File: src/design/framer_dl_regs.vh
// Register indices, field positions, reset values and line limits for the datalink block.
`ifndef FRAMER_DL_REGS_VH
`define FRAMER_DL_REGS_VH

// APB address width; byte address is four times the register index.
`define APB_ADDR_W 12

// Register indices as printed, one pair per framer.
`define DL_OPT_F1_IDX 10'h002
`define RX_CFG_F1_IDX 10'h003
`define DL_OPT_F2_IDX 10'h082
`define RX_CFG_F2_IDX 10'h083
`define DL_OPT_F3_IDX 10'h102
`define RX_CFG_F3_IDX 10'h103
`define DL_OPT_F4_IDX 10'h182
`define RX_CFG_F4_IDX 10'h183
`define FRAMER_IDX_STRIDE 10'h080

// Reset values.
`define DL_OPT_RESET 8'h00
`define RX_CFG_RESET 6'h00

// Datalink options fields.
`define DL_RX_DMA_SEL 7
`define DL_RX_FRAC_SEL 6
`define DL_TX_DMA_SEL 5
`define DL_TX_FRAC_SEL 4
`define DL_RX_DATA_IE 3
`define DL_RX_EOM_IE 2
`define DL_TX_SVC_IE 1
`define DL_TX_UDR_IE 0

// Receive line interface fields.
`define RX_VIOL_ONLY 5
`define RX_NEG_INV 4
`define RX_POS_INV 3
`define RX_UNIPOLAR 2
`define RX_FALL_EDGE 1
`define RX_RZ_SEL 0

// Excessive zero limits and the zero gaps that precede the violations of a substitution.
`define EXZ_AMI_LIMIT 5'd15
`define EXZ_B8ZS_LIMIT 5'd7
`define B8ZS_GAP_FIRST 5'd3
`define B8ZS_GAP_SECOND 5'd1
`define ZERO_RUN_MAX 5'h1f

// Default fractional channel map: only channel 24.
`define CHAN_SEL_DEFAULT 24'h800000

`endif
File: src/design/framer_datalink_and_rx_line_config.v
// Datalink pin routing, interrupt steering and receive line sampling for four framers.
//
// Our own choice: the APB register port.
`timescale 1ns/1ps
`include "framer_dl_regs.vh"

module framer_datalink_and_rx_line_config #(
    parameter NUM_FRAMERS = 4,
    parameter [23:0] RX_CHAN_SEL = `CHAN_SEL_DEFAULT,
    parameter [23:0] TX_CHAN_SEL = `CHAN_SEL_DEFAULT
) (
    // Clock and reset.
    input wire pclk,
    input wire presetn,
    // APB slave.
    input wire psel,
    input wire penable,
    input wire pwrite,
    input wire [`APB_ADDR_W-1:0] paddr,
    input wire [31:0] pwdata,
    output wire [31:0] prdata,
    output wire pready,
    output wire pslverr,
    // Receive line pins, asynchronous.
    input wire [NUM_FRAMERS-1:0] rx_positive_pulse_in,
    input wire [NUM_FRAMERS-1:0] rx_negative_pulse_in,
    input wire [NUM_FRAMERS-1:0] rx_line_clock_in,
    input wire [NUM_FRAMERS-1:0] rx_b8zs_mode,
    // Receive line results toward clock recovery and the counters.
    output wire [NUM_FRAMERS-1:0] rx_recovered_pos,
    output wire [NUM_FRAMERS-1:0] rx_recovered_neg,
    output wire [NUM_FRAMERS-1:0] rx_bit_strobe,
    output wire [NUM_FRAMERS-1:0] rx_line_code_violation,
    // Receive HDLC engine and framer sources, same clock.
    input wire [NUM_FRAMERS-1:0] rx_hdlc_data_irq,
    input wire [NUM_FRAMERS-1:0] rx_hdlc_eom_irq,
    input wire [NUM_FRAMERS-1:0] rx_fdl_bit,
    input wire [NUM_FRAMERS-1:0] rx_fdl_clock,
    input wire [NUM_FRAMERS-1:0] rx_pcm_bit,
    input wire [NUM_FRAMERS-1:0] rx_pcm_clock,
    input wire [NUM_FRAMERS*5-1:0] rx_channel_num,
    // Receive datalink pins.
    output wire [NUM_FRAMERS-1:0] rx_dl_irq_pin,
    output wire [NUM_FRAMERS-1:0] rx_dl_end_of_message_pin,
    // Transmit HDLC engine and framer sources, same clock.
    input wire [NUM_FRAMERS-1:0] tx_hdlc_service_irq,
    input wire [NUM_FRAMERS-1:0] tx_hdlc_underrun_irq,
    input wire [NUM_FRAMERS-1:0] tx_fdl_clock,
    input wire [NUM_FRAMERS*5-1:0] tx_channel_num,
    input wire [NUM_FRAMERS-1:0] backplane_tx_pcm_in,
    // Transmit datalink pins, two-way.
    input wire [NUM_FRAMERS-1:0] tx_dl_service_pin_in,
    output wire [NUM_FRAMERS-1:0] tx_dl_service_pin_out,
    output wire [NUM_FRAMERS-1:0] tx_dl_service_pin_oe,
    input wire [NUM_FRAMERS-1:0] tx_dl_underrun_pin_in,
    output wire [NUM_FRAMERS-1:0] tx_dl_underrun_pin_out,
    output wire [NUM_FRAMERS-1:0] tx_dl_underrun_pin_oe,
    // Transmit results toward the transmitter.
    output wire [NUM_FRAMERS-1:0] tx_fdl_bit,
    output wire [NUM_FRAMERS-1:0] tx_fdl_bit_valid,
    output wire [NUM_FRAMERS-1:0] tx_line_bit,
    // Interrupt.
    input wire other_irq_in,
    output wire cpu_interrupt_out
);

    // True when the channel number (1 to 24) is set in the map.
    function chan_hit;
        input [23:0] map;
        input [4:0] chan;
        begin
            chan_hit = 1'b0;
            if (chan != 5'd0 && chan <= 5'd24) begin
                chan_hit = map[chan - 5'd1];
            end
        end
    endfunction
    wire [9:0] reg_idx;
    wire apb_access;
    wire apb_write;
    wire [NUM_FRAMERS*8-1:0] dl_flat;
    wire [NUM_FRAMERS*6-1:0] rx_flat;
    wire [NUM_FRAMERS-1:0] irq_contrib;
    reg pready_ff;
    reg pslverr_ff;
    reg [31:0] prdata_ff;
    reg irq_ff;
    reg [31:0] nxt_rdata;
    reg nxt_err;
    integer k;
    // Byte address to register index; the low two address bits are ignored.
    assign reg_idx = paddr[11:2];
    assign apb_access = psel & penable;
    assign apb_write = apb_access & pwrite & pready_ff;

    // Read data and error for the addressed register.
    always @* begin
        nxt_rdata = 32'h00000000;
        nxt_err = 1'b1;
        for (k = 0; k < NUM_FRAMERS; k = k + 1) begin
            if (reg_idx == `DL_OPT_F1_IDX + k * `FRAMER_IDX_STRIDE) begin
                nxt_rdata = {24'h000000, dl_flat[k*8 +: 8]};
                nxt_err = 1'b0;
            end
            if (reg_idx == `RX_CFG_F1_IDX + k * `FRAMER_IDX_STRIDE) begin
                nxt_rdata = {26'h0000000, rx_flat[k*6 +: 6]};
                nxt_err = 1'b0;
            end
        end
    end

    // One wait state: ready rises on the second access cycle with data and error.
    always @(posedge pclk or negedge presetn) begin
        if (!presetn) begin
            pready_ff <= 1'b0;
            pslverr_ff <= 1'b0;
            prdata_ff <= 32'h00000000;
        end else begin
            pready_ff <= apb_access & ~pready_ff;
            pslverr_ff <= apb_access & ~pready_ff & nxt_err;
            if (apb_access & ~pready_ff & ~pwrite) begin
                prdata_ff <= nxt_rdata;
            end
        end
    end

    // Interrupt output gathers every enabled framer source.
    always @(posedge pclk or negedge presetn) begin
        if (!presetn) begin
            irq_ff <= 1'b0;
        end else begin
            irq_ff <= other_irq_in | (|irq_contrib);
        end
    end

    assign prdata = prdata_ff;
    assign pready = pready_ff;
    assign pslverr = pslverr_ff;
    assign cpu_interrupt_out = irq_ff;
    genvar f;
    generate
        for (f = 0; f < NUM_FRAMERS; f = f + 1) begin : g_framer
            reg [7:0] dl_opt_ff;
            reg [5:0] rx_cfg_ff;
            reg pos_s1_ff, pos_s2_ff, neg_s1_ff, neg_s2_ff;
            reg clk_s1_ff, clk_s2_ff, clk_prev_ff;
            reg last_pol_ff, seen_mark_ff;
            reg [4:0] zero_run_ff;
            reg rec_pos_ff, rec_neg_ff, strobe_ff, lcv_ff;
            reg rx_pin_a_ff, rx_pin_b_ff;
            reg svc_out_ff, svc_oe_ff, udr_out_ff, udr_oe_ff;
            reg tdat_s1_ff, tdat_s2_ff, bclk_s1_ff, bclk_s2_ff, bclk_prev_ff;
            reg fdl_clk_prev_ff, fdl_bit_ff, fdl_valid_ff, frac_bit_ff, line_bit_ff;
            wire pos_in, neg_in, mark, sample, rz_bypass, bpv, excused, exz;
            wire [4:0] exz_limit;
            wire rx_frac, rx_dma, tx_frac, tx_dma;

            assign dl_flat[f*8 +: 8] = dl_opt_ff;
            assign rx_flat[f*6 +: 6] = rx_cfg_ff;

            // Register writes land on the edge where the access completes.
            always @(posedge pclk or negedge presetn) begin
                if (!presetn) begin
                    dl_opt_ff <= `DL_OPT_RESET;
                    rx_cfg_ff <= `RX_CFG_RESET;
                end else begin
                    if (apb_write && reg_idx == `DL_OPT_F1_IDX + f * `FRAMER_IDX_STRIDE) begin
                        dl_opt_ff <= pwdata[7:0];
                    end
                    if (apb_write && reg_idx == `RX_CFG_F1_IDX + f * `FRAMER_IDX_STRIDE) begin
                        rx_cfg_ff <= pwdata[5:0];
                    end
                end
            end

            // Two-stage synchronisers for the line data, line clock and transmit datalink pins; the B8ZS mode pin is used unsynchronised.
            always @(posedge pclk or negedge presetn) begin
                if (!presetn) begin
                    pos_s1_ff <= 1'b0;
                    pos_s2_ff <= 1'b0;
                    neg_s1_ff <= 1'b0;
                    neg_s2_ff <= 1'b0;
                    clk_s1_ff <= 1'b0;
                    clk_s2_ff <= 1'b0;
                    tdat_s1_ff <= 1'b0;
                    tdat_s2_ff <= 1'b0;
                    bclk_s1_ff <= 1'b0;
                    bclk_s2_ff <= 1'b0;
                end else begin
                    pos_s1_ff <= rx_positive_pulse_in[f];
                    pos_s2_ff <= pos_s1_ff;
                    neg_s1_ff <= rx_negative_pulse_in[f];
                    neg_s2_ff <= neg_s1_ff;
                    clk_s1_ff <= rx_line_clock_in[f];
                    clk_s2_ff <= clk_s1_ff;
                    tdat_s1_ff <= tx_dl_service_pin_in[f];
                    tdat_s2_ff <= tdat_s1_ff;
                    bclk_s1_ff <= tx_dl_underrun_pin_in[f];
                    bclk_s2_ff <= bclk_s1_ff;
                end
            end

            // Input conditioning and edge choice for the receive line.
            assign pos_in = pos_s2_ff ^ rx_cfg_ff[`RX_POS_INV];
            assign neg_in = neg_s2_ff ^ rx_cfg_ff[`RX_NEG_INV];
            assign sample = rx_cfg_ff[`RX_FALL_EDGE] ? (~clk_s2_ff & clk_prev_ff) :
                            (clk_s2_ff & ~clk_prev_ff);
            assign rz_bypass = rx_cfg_ff[`RX_RZ_SEL] & ~rx_cfg_ff[`RX_UNIPOLAR];
            // A mark is a one on the data input, or a pulse on either rail.
            assign mark = rx_cfg_ff[`RX_UNIPOLAR] ? pos_in : (pos_in | neg_in);
            // Same polarity as the previous pulse is a bipolar violation.
            assign excused = rx_b8zs_mode[f] &
                             (zero_run_ff == `B8ZS_GAP_FIRST || zero_run_ff == `B8ZS_GAP_SECOND);
            assign bpv = ~rx_cfg_ff[`RX_UNIPOLAR] & (pos_in ^ neg_in) & seen_mark_ff &
                         (pos_in == last_pol_ff) & ~excused;
            assign exz_limit = rx_b8zs_mode[f] ? `EXZ_B8ZS_LIMIT : `EXZ_AMI_LIMIT;
            assign exz = ~mark & (zero_run_ff == exz_limit);

            // Receive line sampling, violation and excessive zero detection.
            always @(posedge pclk or negedge presetn) begin
                if (!presetn) begin
                    clk_prev_ff <= 1'b0;
                    last_pol_ff <= 1'b0;
                    seen_mark_ff <= 1'b0;
                    zero_run_ff <= 5'h00;
                    rec_pos_ff <= 1'b0;
                    rec_neg_ff <= 1'b0;
                    strobe_ff <= 1'b0;
                    lcv_ff <= 1'b0;
                end else begin
                    clk_prev_ff <= clk_s2_ff;
                    strobe_ff <= 1'b0;
                    lcv_ff <= 1'b0;
                    if (rz_bypass) begin
                        rec_pos_ff <= pos_in;
                        rec_neg_ff <= neg_in;
                    end else if (sample) begin
                        strobe_ff <= 1'b1;
                        rec_pos_ff <= pos_in;
                        rec_neg_ff <= rx_cfg_ff[`RX_UNIPOLAR] ? 1'b0 : neg_in;
                        if (rx_cfg_ff[`RX_UNIPOLAR]) begin
                            lcv_ff <= neg_in | (~rx_cfg_ff[`RX_VIOL_ONLY] & exz);
                        end else begin
                            lcv_ff <= bpv | (~rx_cfg_ff[`RX_VIOL_ONLY] & exz);
                        end
                        if (mark) begin
                            zero_run_ff <= 5'h00;
                        end else if (zero_run_ff != `ZERO_RUN_MAX) begin
                            zero_run_ff <= zero_run_ff + 5'd1;
                        end
                        if (~rx_cfg_ff[`RX_UNIPOLAR] & (pos_in ^ neg_in)) begin
                            last_pol_ff <= pos_in;
                            seen_mark_ff <= 1'b1;
                        end
                    end
                end
            end

            assign rx_frac = dl_opt_ff[`DL_RX_FRAC_SEL];
            assign rx_dma = dl_opt_ff[`DL_RX_DMA_SEL];
            assign tx_frac = dl_opt_ff[`DL_TX_FRAC_SEL];
            assign tx_dma = dl_opt_ff[`DL_TX_DMA_SEL];

            // Receive datalink pin routing.
            always @(posedge pclk or negedge presetn) begin
                if (!presetn) begin
                    rx_pin_a_ff <= 1'b0;
                    rx_pin_b_ff <= 1'b0;
                end else if (rx_frac) begin
                    rx_pin_a_ff <= rx_pcm_bit[f];
                    rx_pin_b_ff <= rx_pcm_clock[f] &
                                   chan_hit(RX_CHAN_SEL, rx_channel_num[f*5 +: 5]);
                end else if (rx_dma) begin
                    rx_pin_a_ff <= rx_hdlc_data_irq[f] | rx_hdlc_eom_irq[f];
                    rx_pin_b_ff <= rx_hdlc_eom_irq[f];
                end else begin
                    rx_pin_a_ff <= rx_fdl_bit[f];
                    rx_pin_b_ff <= rx_fdl_clock[f];
                end
            end

            // Transmit pin directions and driven values.
            always @(posedge pclk or negedge presetn) begin
                if (!presetn) begin
                    svc_out_ff <= 1'b0;
                    svc_oe_ff <= 1'b0;
                    udr_out_ff <= 1'b0;
                    udr_oe_ff <= 1'b0;
                end else begin
                    svc_oe_ff <= tx_dma & ~tx_frac;
                    svc_out_ff <= tx_hdlc_service_irq[f];
                    udr_oe_ff <= ~tx_frac;
                    udr_out_ff <= tx_dma ? tx_hdlc_underrun_irq[f] : tx_fdl_clock[f];
                end
            end

            // Serial datalink capture and fractional insertion.
            always @(posedge pclk or negedge presetn) begin
                if (!presetn) begin
                    fdl_clk_prev_ff <= 1'b0;
                    fdl_bit_ff <= 1'b0;
                    fdl_valid_ff <= 1'b0;
                    bclk_prev_ff <= 1'b0;
                    frac_bit_ff <= 1'b0;
                    line_bit_ff <= 1'b0;
                end else begin
                    fdl_clk_prev_ff <= tx_fdl_clock[f];
                    bclk_prev_ff <= bclk_s2_ff;
                    fdl_valid_ff <= 1'b0;
                    if (~tx_frac & ~tx_dma & tx_fdl_clock[f] & ~fdl_clk_prev_ff) begin
                        fdl_bit_ff <= tdat_s2_ff;
                        fdl_valid_ff <= 1'b1;
                    end
                    if (tx_frac & bclk_s2_ff & ~bclk_prev_ff) begin
                        frac_bit_ff <= tdat_s2_ff;
                    end
                    if (tx_frac & chan_hit(TX_CHAN_SEL, tx_channel_num[f*5 +: 5])) begin
                        line_bit_ff <= frac_bit_ff;
                    end else begin
                        line_bit_ff <= backplane_tx_pcm_in[f];
                    end
                end
            end

            // Enabled engine events for the shared interrupt.
            assign irq_contrib[f] =
                (dl_opt_ff[`DL_RX_DATA_IE] & (rx_hdlc_data_irq[f] | rx_hdlc_eom_irq[f])) |
                (dl_opt_ff[`DL_RX_EOM_IE] & rx_hdlc_eom_irq[f]) |
                (dl_opt_ff[`DL_TX_SVC_IE] & tx_hdlc_service_irq[f]) |
                (dl_opt_ff[`DL_TX_UDR_IE] & tx_hdlc_underrun_irq[f]);

            assign rx_recovered_pos[f] = rec_pos_ff;
            assign rx_recovered_neg[f] = rec_neg_ff;
            assign rx_bit_strobe[f] = strobe_ff;
            assign rx_line_code_violation[f] = lcv_ff;
            assign rx_dl_irq_pin[f] = rx_pin_a_ff;
            assign rx_dl_end_of_message_pin[f] = rx_pin_b_ff;
            assign tx_dl_service_pin_out[f] = svc_out_ff;
            assign tx_dl_service_pin_oe[f] = svc_oe_ff;
            assign tx_dl_underrun_pin_out[f] = udr_out_ff;
            assign tx_dl_underrun_pin_oe[f] = udr_oe_ff;
            assign tx_fdl_bit[f] = fdl_bit_ff;
            assign tx_fdl_bit_valid[f] = fdl_valid_ff;
            assign tx_line_bit[f] = line_bit_ff;
        end
    endgenerate
endmodule // framer_datalink_and_rx_line_config

File: config.mk
export PLATFORM = sky130hd
export DESIGN_NAME = framer_datalink_and_rx_line_config
export DESIGN_NICKNAME = d
export VERILOG_FILES = /design/src/design/framer_datalink_and_rx_line_config.v
export VERILOG_INCLUDE_DIRS = /design/src /design/src/design
export SDC_FILE = /design/constraint.sdc
export NUM_CORES = 1
export LEC_CHECK = 0
export ABC_AREA = 0
export CAP_MARGIN = 10
export CORE_ASPECT_RATIO = 0.5
export CORE_UTILIZATION = 52
export DETAILED_ROUTE_END_ITERATION = 6
export DONT_BUFFER_PORTS = 1
export PLACE_DENSITY = 0.64
export SYNTH_ARGS = -nofsm -noshare
export SYNTH_HDL_FRONTEND = slang
export SYNTH_SLANG_ARGS = --single-unit
File: constraint.sdc
create_clock -name pclk -period 2.4 [get_ports pclk]
set_clock_uncertainty 0.2 [all_clocks]
set_input_delay 0.48 -clock pclk [delete_from_list [all_inputs] [get_ports pclk]]
set_output_delay 0.48 -clock pclk [all_outputs]
set_load 0.005 [all_outputs]
### Word-level counts from Yosys, hierarchy flattened

Memory sizes are Yosys's and may differ from the RTL's.
Index checks and enable logic that the tools add are counted.

| storage, ports and cells | value |
|---|---|
| register bits after elaboration | 227 |
| output and inout port bits | 87 |
| memories kept | 8 |
| bits in read-only memories | 256 |
| bits in writable memories | 0 |
| bits of input ports | 154 |
| word-level logic and storage cells | 546 |
| latch bits | 0 |

| operators by class | value |
|---|---|
| bitwise gates (word level) | 181 |
| shifts and indexed selects | 0 |
| $lt $le $gt $ge | 16 |
| $add $sub $neg | 12 |
| multiplexer cells | 124 |
| div/mod/pow operators | 0 |
| equality and inequality tests | 28 |
| reductions and logical operators | 45 |
| multiply operators | 0 |

Memory list:

| memory | words | bits a word | read ports | clocked after Yosys merged registers in | wr ports | RTL line | text |
|---|---|---|---|---|---|---|---|
| (name not given) | 32 | 1 | 1 | 0 | 0 | framer_datalink_and_rx_line_config.v:74 | `chan_hit = map[chan - 5'd1];` |
| (name not given) | 32 | 1 | 1 | 0 | 0 | framer_datalink_and_rx_line_config.v:74 |  |
| (name not given) | 32 | 1 | 1 | 0 | 0 | framer_datalink_and_rx_line_config.v:74 |  |
| (name not given) | 32 | 1 | 1 | 0 | 0 | framer_datalink_and_rx_line_config.v:74 |  |
| (name not given) | 32 | 1 | 1 | 0 | 0 | framer_datalink_and_rx_line_config.v:74 |  |
| (name not given) | 32 | 1 | 1 | 0 | 0 | framer_datalink_and_rx_line_config.v:74 |  |
| +2 memories | -- | -- | -- | -- | -- | -- |  |

Operators by type and width:

| kind | count |
|---|---|
| 2-to-1 mux 1 bit | 104 |
| AND 1 bit | 94 |
| 2-to-1 mux 8 bit | 8 |
| < comparator 5 x 6 -> 1 bit, second input constant | 8 |
| inverter 1 bit | 46 |
| equality test 10 x 9 -> 1 bit, second input constant | 4 |
| <= comparator 5 bit, second input constant | 8 |
| 2-to-1 mux 5 bit | 8 |
| nonzero test 5 bit | 8 |
| subtractor 5 x 1 -> 5 bit, second input constant | 8 |
| bitwise OR 1 bit | 29 |
| AND reduction 3 bit | 8 |
| adder 5 x 1 -> 5 bit, second input constant | 4 |
| equality test 10 x 2 -> 1 bit, second input constant | 2 |
| equality test 10 x 8 -> 1 bit, second input constant | 2 |
| equality test 5 x 1 -> 1 bit, second input constant | 4 |
| equality test 5 x 2 -> 1 bit, second input constant | 4 |
| equality test 5 x 4 -> 1 bit | 4 |
| != test 5 bit, second input constant | 4 |
| logical AND 1 bit | 16 |
| 2-to-1 mux 4 bit | 4 |
| nonzero test 2 bit | 8 |
| XOR 1 bit | 12 |
| equality test 1 bit | 4 |
| other kinds (2) | 5 |

### Logic depth before layout (Yosys ltp)

Gate-level depths: netlist of the first run.

| depth | value |
|---|---|
| depth in word-level cells | 10 |
| depth in mapped cells | 7 |
| gate-level depth less buffers | 7 |

### Worst setup path after synthesis of the first run

Ideal clock, no wire load.

| timing path | value |
|---|---|
| kind | input to register |
| start | input paddr[8] |
| end | register g_framer[2].dl_opt_ff[0] |
| path buffers | 0 |
| cell stages on the path | 4 |
| required time | 2.075 ns |
| setup slack | 0.215 ns |
| data arrival time | 1.860 ns |
| cell sequence | nor4_4 -> nand2_2 -> nor4_4 -> mux2_2 |

| on the way | value |
|---|---|
| word-level cells in the longest chain between the ends | 2 |

RTL lines:

| element | RTL line | text |
|---|---|---|
| from (decl) | framer_datalink_and_rx_line_config.v:19 | `` input wire [`APB_ADDR_W-1:0] paddr, `` |
| equality test 10 x 9 -> 1 bit (no source line) | -- |  |
| logical AND 1 bit (no source line) | -- |  |
| to (signal assigned) | framer_datalink_and_rx_line_config.v:164 | `` dl_opt_ff <= `DL_OPT_RESET; `` |
| to (signal assigned) | framer_datalink_and_rx_line_config.v:168 | `dl_opt_ff <= pwdata[7:0];` |
| to (decl) | framer_datalink_and_rx_line_config.v:143 | `reg [7:0] dl_opt_ff;` |

Every way passes these cells.
A chain may end at the register's enable or synchronous reset.

### Worst setup path in the final report of the first run

| timing path | value |
|---|---|
| start | register g_framer[0].rx_cfg_ff[3] |
| end | register g_framer[0].zero_run_ff[1] |

| on the way | value |
|---|---|
| word-level cells in the longest chain between the ends | 5 |
| elaborated cells between the ends (all ways) | 6 |

RTL lines:

| element | RTL line | text |
|---|---|---|
| from (decl) | framer_datalink_and_rx_line_config.v:144 | `reg [5:0] rx_cfg_ff;` |
| from (signal assigned) | framer_datalink_and_rx_line_config.v:165 | `` rx_cfg_ff <= `RX_CFG_RESET; `` |
| from (signal assigned) | framer_datalink_and_rx_line_config.v:171 | `rx_cfg_ff <= pwdata[5:0];` |
| XOR 1 bit * | framer_datalink_and_rx_line_config.v:204 | `` assign pos_in = pos_s2_ff ^ rx_cfg_ff[`RX_POS_INV]; `` |
| bitwise OR 1 bit | framer_datalink_and_rx_line_config.v:210 | `` assign mark = rx_cfg_ff[`RX_UNIPOLAR] ? pos_in : (pos_in \| neg_in); `` |
| 2-to-1 mux 1 bit * | framer_datalink_and_rx_line_config.v:210 |  |
| nonzero test 2 bit (no source line) | -- |  |
| AND reduction 3 bit (no source line) | -- |  |
| to (signal assigned) | framer_datalink_and_rx_line_config.v:249 | `zero_run_ff <= zero_run_ff + 5'd1;` |
| to (decl) | framer_datalink_and_rx_line_config.v:148 | `reg [4:0] zero_run_ff;` |

Mark *: on every way between the ends. The rest lies on a longest branch, timed or not.

==> results of run 1 <==
[cells by family (layout without fill, tap and decap cells)]
group	Yosys count	count (layout)	synth area share [%]
simple gates	187	187	12.2
xor+xnor	16	16	1.52
flops	203	203	55.2
fa+ha+maj	16	16	2.18
buf+inv	123	144	8.23
other cells	1	24	0.0408
mux	109	109	13.9
compound gates	100	100	6.72
[state kept, by name (all words and copies together) (netlist names), 8 cells and up]
name and count:
g_framer.dl_opt_ff 32, g_framer.rx_cfg_ff 24, g_framer.zero_run_ff 20, prdata 8
[cells in the final DEF (no fill, tap or decap), types with 14 or more instances in the layout]
master,Yosys,routed
sky130_fd_sc_hd__mux2i_1,15,15
sky130_fd_sc_hd__nand2_1,40,40
sky130_fd_sc_hd__a21oi_1,21,21
sky130_fd_sc_hd__clkbuf_16,0,19
sky130_fd_sc_hd__dfrtp_1,203,203
sky130_fd_sc_hd__inv_1,32,32
sky130_fd_sc_hd__mux2_2,88,88
sky130_fd_sc_hd__buf_4,77,14
sky130_fd_sc_hd__o21ai_0,27,27
sky130_fd_sc_hd__nor2_1,32,32
sky130_fd_sc_hd__dlygate4sd3_1,0,66
sky130_fd_sc_hd__ha_1,16,16
sky130_fd_sc_hd__conb_1,1,24
sky130_fd_sc_hd__nand2b_1,17,17
[critical path, cell delays in order, from the launching register on]
cell	delay, ps
sky130_fd_sc_hd__dfrtp_1	440
sky130_fd_sc_hd__xor2_1	370
sky130_fd_sc_hd__inv_1	130
sky130_fd_sc_hd__ha_1	230
sky130_fd_sc_hd__mux2_2	300
sky130_fd_sc_hd__a21oi_1	270
sky130_fd_sc_hd__o22ai_1	130
[final timing paths]
check,from,to,slack (ps),cells past startpoint
min in group pclk,rx_fdl_clock[2],g_framer[2].rx_pin_b_ff,10,2
hold reg to reg,g_framer[1].pos_s1_ff,g_framer[1].pos_s2_ff,140,0
max in group asynchronous,presetn,g_framer[3].rx_pin_b_ff,2160,0
hold / removal,presetn,g_framer[0].pos_s1_ff,-510,0
setup reg to reg,g_framer[0].rx_cfg_ff[3],g_framer[0].zero_run_ff[1],200,6
setup / recovery,g_framer[0].rx_cfg_ff[3],g_framer[0].zero_run_ff[1],200,6
[layout make-up]
| class | count | share of cell area (%) |
|---|---|---|
| sequential | 203 | 49.4 |
| multi-input combinational | 452 | 33.5 |
| timing repair buffer | 80 | 7.45 |
| clock buffer | 24 | 5.00 |
| tap | 227 | 2.76 |
| inverter | 32 | 1.17 |
| clock inverter | 8 | 0.694 |
[per-layer routing]
metal / vias to the layer above / track usage (%) / share of wire [%]
li1: 2633 / - / -
met1: 2857 / 30.7 / 48
met2: 199 / 33.9 / 44
met3: 31 / 5.54 / 6.6
met4: 0 / 5.11 / 1.6
met5: - / 0 / 0
[where the power goes]
part	internal (mW)	leakage, nW	switching, mW	total, mW
clock	1.63	0.290	1.28	2.91
sequential	3.56	2.57	0.0867	3.65
combinational	0.215	1.74	0.157	0.371
total	5.40	4.60	1.52	6.92
[per-stage QoR]
step	cell area, um2	std cells
2_1_floorplan	9280	778
3_3_place_gp	9030	928
3_5_place_dp	9030	928
4_1_cts	10300	1026
5_1_grt	10300	1026
6_report	10300	1026
==> Implementation_results.wiki, run 1 <==
{| class="wikitable"
! Metric !! Value
|-
| Status || finished with violations
|-
| Violations in the final reports || negative hold slack
|-
| Final-report setup violation count || 0
|-
| Core region area || 0.0168 mm2
|-
| Async set-or-reset flop fraction in the synthesized netlist || 100%
|-
| Total of flip-flops plus latches after synthesis || 203
|-
| Number of distinct library cells after synthesis || 50
|-
| Mean Syn Cell Area || 12.2 um2
|-
| Worst slew margin relative to its limit || 63.6%
|-
| Total of buffers placed on input and output ports || 0
|-
| Clk buf depth || 3
|-
| Detailed-router iteration count before antenna repair || 4
|-
| Library cell used as clock root buffer || sky130_fd_sc_hd__clkbuf_16
|-
| Ratio of final minimum period to clock period || 91.8%
|-
| Setup repair after global routing missed its margin || no
|-
| Die Area || 0.0183 mm2
|-
| Post-synthesis cell area || 0.00920 mm2
|-
| Critical path fanouts, max || 4
|-
| Critical path launch point type || flip-flop
|-
| Fraction of post-synthesis cell area in the top cell type by area || 55.2%
|-
| Total number of clock tree sinks || 203
|-
| Number of antenna cells inserted || 0
|-
| 1st-iter DRT viols || 268
|-
| Final-report hold violation count || 203
|-
| Max-slew violation total from the final report || 0
|-
| Fraction of layout instances using a drive strength above 1 || 18.6%
|-
| Library cell with the largest summed area after synthesis || sky130_fd_sc_hd__dfrtp_1
|-
| Total Wirelength || 19.3 mm
|-
| Final GP Congestion || 0.837
|-
| Leftover overflow at the end of global routing || 0
|-
| Final critical path time including I/O delays and setup || 2200 ps
|-
| Pin count of the biggest net entering global routing || 204
|-
| Worst setup margin || 197 ps
|-
| WL/cell || 18.8 um
|-
| First-pass GRT wire length || 30.4 mm
|-
| Post-synthesis sequential area ratio || 55.2%
|-
| Final core occ || 61.0%
|-
| Pleak || 4.60 nW
|-
| Worst-case vdd ir drop || 462 uV
|-
| Critical path endpoint category || flip-flop
|-
| Worst-path clk slew || 60 ps
|-
| Vias per cell || 5.58
|-
| Crit path DAT || 2360 ps
|-
| Post-Route Hold Slack || -506 ps
|-
| Maximum level of the CTS H-tree || 1
|-
| Setup slack after placement || 70.2 ps
|-
| DRC errors left || 0
|-
| Worst min-delay path category || primary input to async pin
|-
| Power per cell area || 674 mW/mm2
|-
| Global-route total usage across every layer || 21.8%
|-
| Number of vias after detailed routing || 5720
|-
| Width of the chip || 190 um
|-
| Top cells by area in the synthesized netlist || sky130_fd_sc_hd__dfrtp_1 55%, sky130_fd_sc_hd__mux2_2 11%, sky130_fd_sc_hd__buf_4 6.3%, sky130_fd_sc_hd__ha_1 2.2%, sky130_fd_sc_hd__mux2i_1 1.6%
|-
| Post-route setup TNS || 0 ps
|-
| Total of warnings raised by yosys || 0
|-
| Antenna violations before repair || 0
|-
| Number of enable flip-flop cells after synthesis || 0
|-
| Final Total Pwr || 6.92 mW
|-
| Most frequent cell after synthesis || sky130_fd_sc_hd__dfrtp_1
|-
| Top post-synthesis cells by count || 203 x sky130_fd_sc_hd__dfrtp_1, 88 x sky130_fd_sc_hd__mux2_2, 77 x sky130_fd_sc_hd__buf_4, 40 x sky130_fd_sc_hd__nand2_1
|-
| CTS tree || built
|-
| Total CTS buffers || 19
|-
| Register cell area after layout || 0.00508 mm2
|-
| Synth-to-Final Area Change || 11.8%
|-
| Area of the multi-input gates || 0.00345 mm2
|-
| Total number of nets in the final design || 958
|-
| Height of the chip || 96.0 um
|-
| # hold bufs at CTS || 66
|-
| WP data required || 2550 ps
|-
| Remaining antenna violation count || 0
|-
| Post-CTS setup buffers || 0
|-
| Cells after Synth || 755
|-
| Most used DFF post-synth || sky130_fd_sc_hd__dfrtp_1
|-
| Number of max-cap violations || 0
|-
| Fmax || 454 MHz
|-
| Number of gates given a new drive strength after cts || 0
|-
| Clk_lat worst skew || 480 ps
|-
| Critical Setup Path Class || flip-flop to flip-flop
|-
| Vias in the first global route || 5565
|-
| Count of filler cells inserted in the layout || 1348
|-
| I/O pins || 241
|-
| Starting utilization of the core area || 54.6%
|-
| Slew @ Worst Pin || 543 ps
|-
| Floorplan row count || 33
|-
| Half-perimeter wire length after placement || 13.3 mm
|}
Power figures use the tool's default switching activity.
==> run 2: changes to the inputs <==
Settings changed: RECOVER_POWER set to 100.
==> run 2 against run 1 <==
Compared with the run above: the run still ends with negative hold slack left; sequential share of layout area up 0.35 points; clock power about the same; via count about the same.
==> Implementation_results.wiki, run 2 (synthesis results as in run 1) <==
{| class="wikitable"
! Metric !! Value
|-
| Status || finished with violations
|-
| Violations in the final reports || negative hold slack
|-
| WL/cell || 18.8 um
|-
| Clk_lat worst skew || 480 ps
|-
| Pin count of the biggest net entering global routing || 204
|-
| Fraction of layout instances using a drive strength above 1 || 16.8%
|-
| Number of gates given a new drive strength after cts || 0
|-
| Setup slack after placement || 70.2 ps
|-
| Critical Setup Path Class || flip-flop to flip-flop
|-
| Critical path launch point type || flip-flop
|-
| Pleak || 4.54 nW
|-
| Starting utilization of the core area || 54.6%
|-
| Total cell area at the placement stage || 0.00903 mm2
|-
| Core region area || 0.0168 mm2
|-
| Total number of nets in the final design || 958
|-
| Total number of clock tree sinks || 203
|-
| Clk buf depth || 3
|-
| Power per cell area || 678 mW/mm2
|-
| Area of the multi-input gates || 0.00340 mm2
|-
| Final GP Congestion || 0.837
|-
| Worst min-delay path category || primary input to async pin
|-
| Height of the chip || 96.0 um
|-
| I/O pins || 241
|-
| Worst setup margin || 181 ps
|-
| Global-route total usage across every layer || 21.8%
|-
| Vias in the first global route || 5565
|-
| DRC errors left || 0
|-
| First-pass GRT wire length || 30.4 mm
|-
| Total of buffers placed on input and output ports || 0
|-
| Register cell area after layout || 0.00508 mm2
|-
| Worst-case vdd ir drop || 462 uV
|-
| Leftover overflow at the end of global routing || 0
|-
| Register with the highest flop count || g_framer.dl_opt_ff
|-
| Slew @ Worst Pin || 823 ps
|-
| Non-Filler Instances || 1026
|-
| Final-report hold violation count || 203
|-
| 1st-iter DRT viols || 286
|-
| Number of antenna cells inserted || 0
|-
| Post-route setup TNS || 0 ps
|-
| Total Wirelength || 19.3 mm
|-
| Final-report setup violation count || 0
|-
| Most used cells in the layout excluding fill and tap cells || 203 x sky130_fd_sc_hd__dfrtp_1, 85 x sky130_fd_sc_hd__mux2_2, 66 x sky130_fd_sc_hd__dlygate4sd3_1
|-
| Critical path endpoint category || flip-flop
|-
| Synth-to-Final Area Change || 11.0%
|-
| Post-route cell area || 0.0102 mm2
|-
| Detailed-router iteration count before antenna repair || 5
|-
| Placed instance count || 928
|-
| Maximum level of the CTS H-tree || 1
|-
| Worst-path clk slew || 60 ps
|-
| Max-slew violation total from the final report || 0
|-
| Number of max-cap violations || 0
|-
| Antenna violations before repair || 0
|-
| Die Area || 0.0183 mm2
|-
| Fmax || 451 MHz
|-
| Total CTS buffers || 19
|-
| Most common cell after layout, fill and taps aside || sky130_fd_sc_hd__dfrtp_1
|-
| Ratio of final minimum period to clock period || 92.5%
|-
| Remaining antenna violation count || 0
|-
| Worst slew margin relative to its limit || 44.6%
|-
| Post-CTS setup buffers || 0
|-
| Regs by FF count || g_framer.dl_opt_ff: 32 flops, g_framer.rx_cfg_ff: 24 flops, g_framer.zero_run_ff: 20 flops
|-
| Vias per cell || 5.57
|-
| Setup repair after global routing missed its margin || no
|-
| CTS tree || built
|-
| Half-perimeter wire length after placement || 13.3 mm
|-
| Final critical path time including I/O delays and setup || 2220 ps
|-
| Critical path fanouts, max || 4
|-
| Library cell used as clock root buffer || sky130_fd_sc_hd__clkbuf_16
|-
| Width of the chip || 190 um
|-
| Post-Route Hold Slack || -505 ps
|-
| # hold bufs at CTS || 66
|-
| Number of vias after detailed routing || 5718
|-
| Flip-flop count of the largest register after layout || 32
|-
| Count of filler cells inserted in the layout || 1359
|-
| Floorplan row count || 33
|-
| WP data required || 2570 ps
|-
| Crit path DAT || 2390 ps
|}
==> run 2: cell types whose count changed in the layout (fill, tap and decap cells not counted), sizes merged <==
cell / delta
buf: -8
clkbuf: +8
==> run 2: layout make-up <==
class | count | area share (%)
sequential | 203 | 49.8
multi-input combinational | 452 | 33.3
timing repair buffer | 80 | 7.22
clock buffer | 24 | 5.04
tap | 227 | 2.78
inverter | 32 | 1.18
clock inverter | 8 | 0.699
==> run 2: report_power, final <==
part	switching, mW	internal, mW
Clock	1.28	1.63
Combinational	0.156	0.213
Sequential	0.0872	3.56
Total	1.53	5.40
==> run 2: worst max-delay path, stage by stage, from the launching register on <==
cell                      delay [ps]
sky130_fd_sc_hd__dfrtp_1         440
sky130_fd_sc_hd__xor2_1          370
sky130_fd_sc_hd__inv_1           130
sky130_fd_sc_hd__ha_1            290
sky130_fd_sc_hd__nor2b_1         150
sky130_fd_sc_hd__and2_0          180
sky130_fd_sc_hd__mux2_2          340
==> run 2: metal layers <==
layer	part of all wire [%]	global-route usage, %	up-vias
met2	45	33.9	186
met3	6.3	5.54	29
met4	1.7	5.11	0
li1	-	-	2633
met1	47	30.7	2870
met5	0	0	-
==> run 2: per-stage QoR <==
stage                     util (%)  hold WS [ps]  power, mW
after detailed placement      53.6         -8.06       3.98
after floorplan                  -         -15.6       4.03
final                         60.6          -505       6.93
after global placement        53.6         -7.77       3.97
after CTS                     61.0          -521       7.01
after global routing          60.6          -531       7.21
==> run 2: worst paths after layout <==
check,startpoint,end,slack (ps),depth (start not counted)
max,g_framer[0].rx_cfg_ff[3],g_framer[0].last_pol_ff,180,6
min,presetn,g_framer[0].pos_s1_ff,-510,0
max reg2reg,g_framer[0].rx_cfg_ff[3],g_framer[0].last_pol_ff,180,6
min reg2reg,g_framer[1].pos_s1_ff,g_framer[1].pos_s2_ff,140,0
max in group asynchronous,presetn,g_framer[3].rx_pin_b_ff,2170,0
min in group pclk,rx_fdl_clock[2],g_framer[2].rx_pin_b_ff,10,2
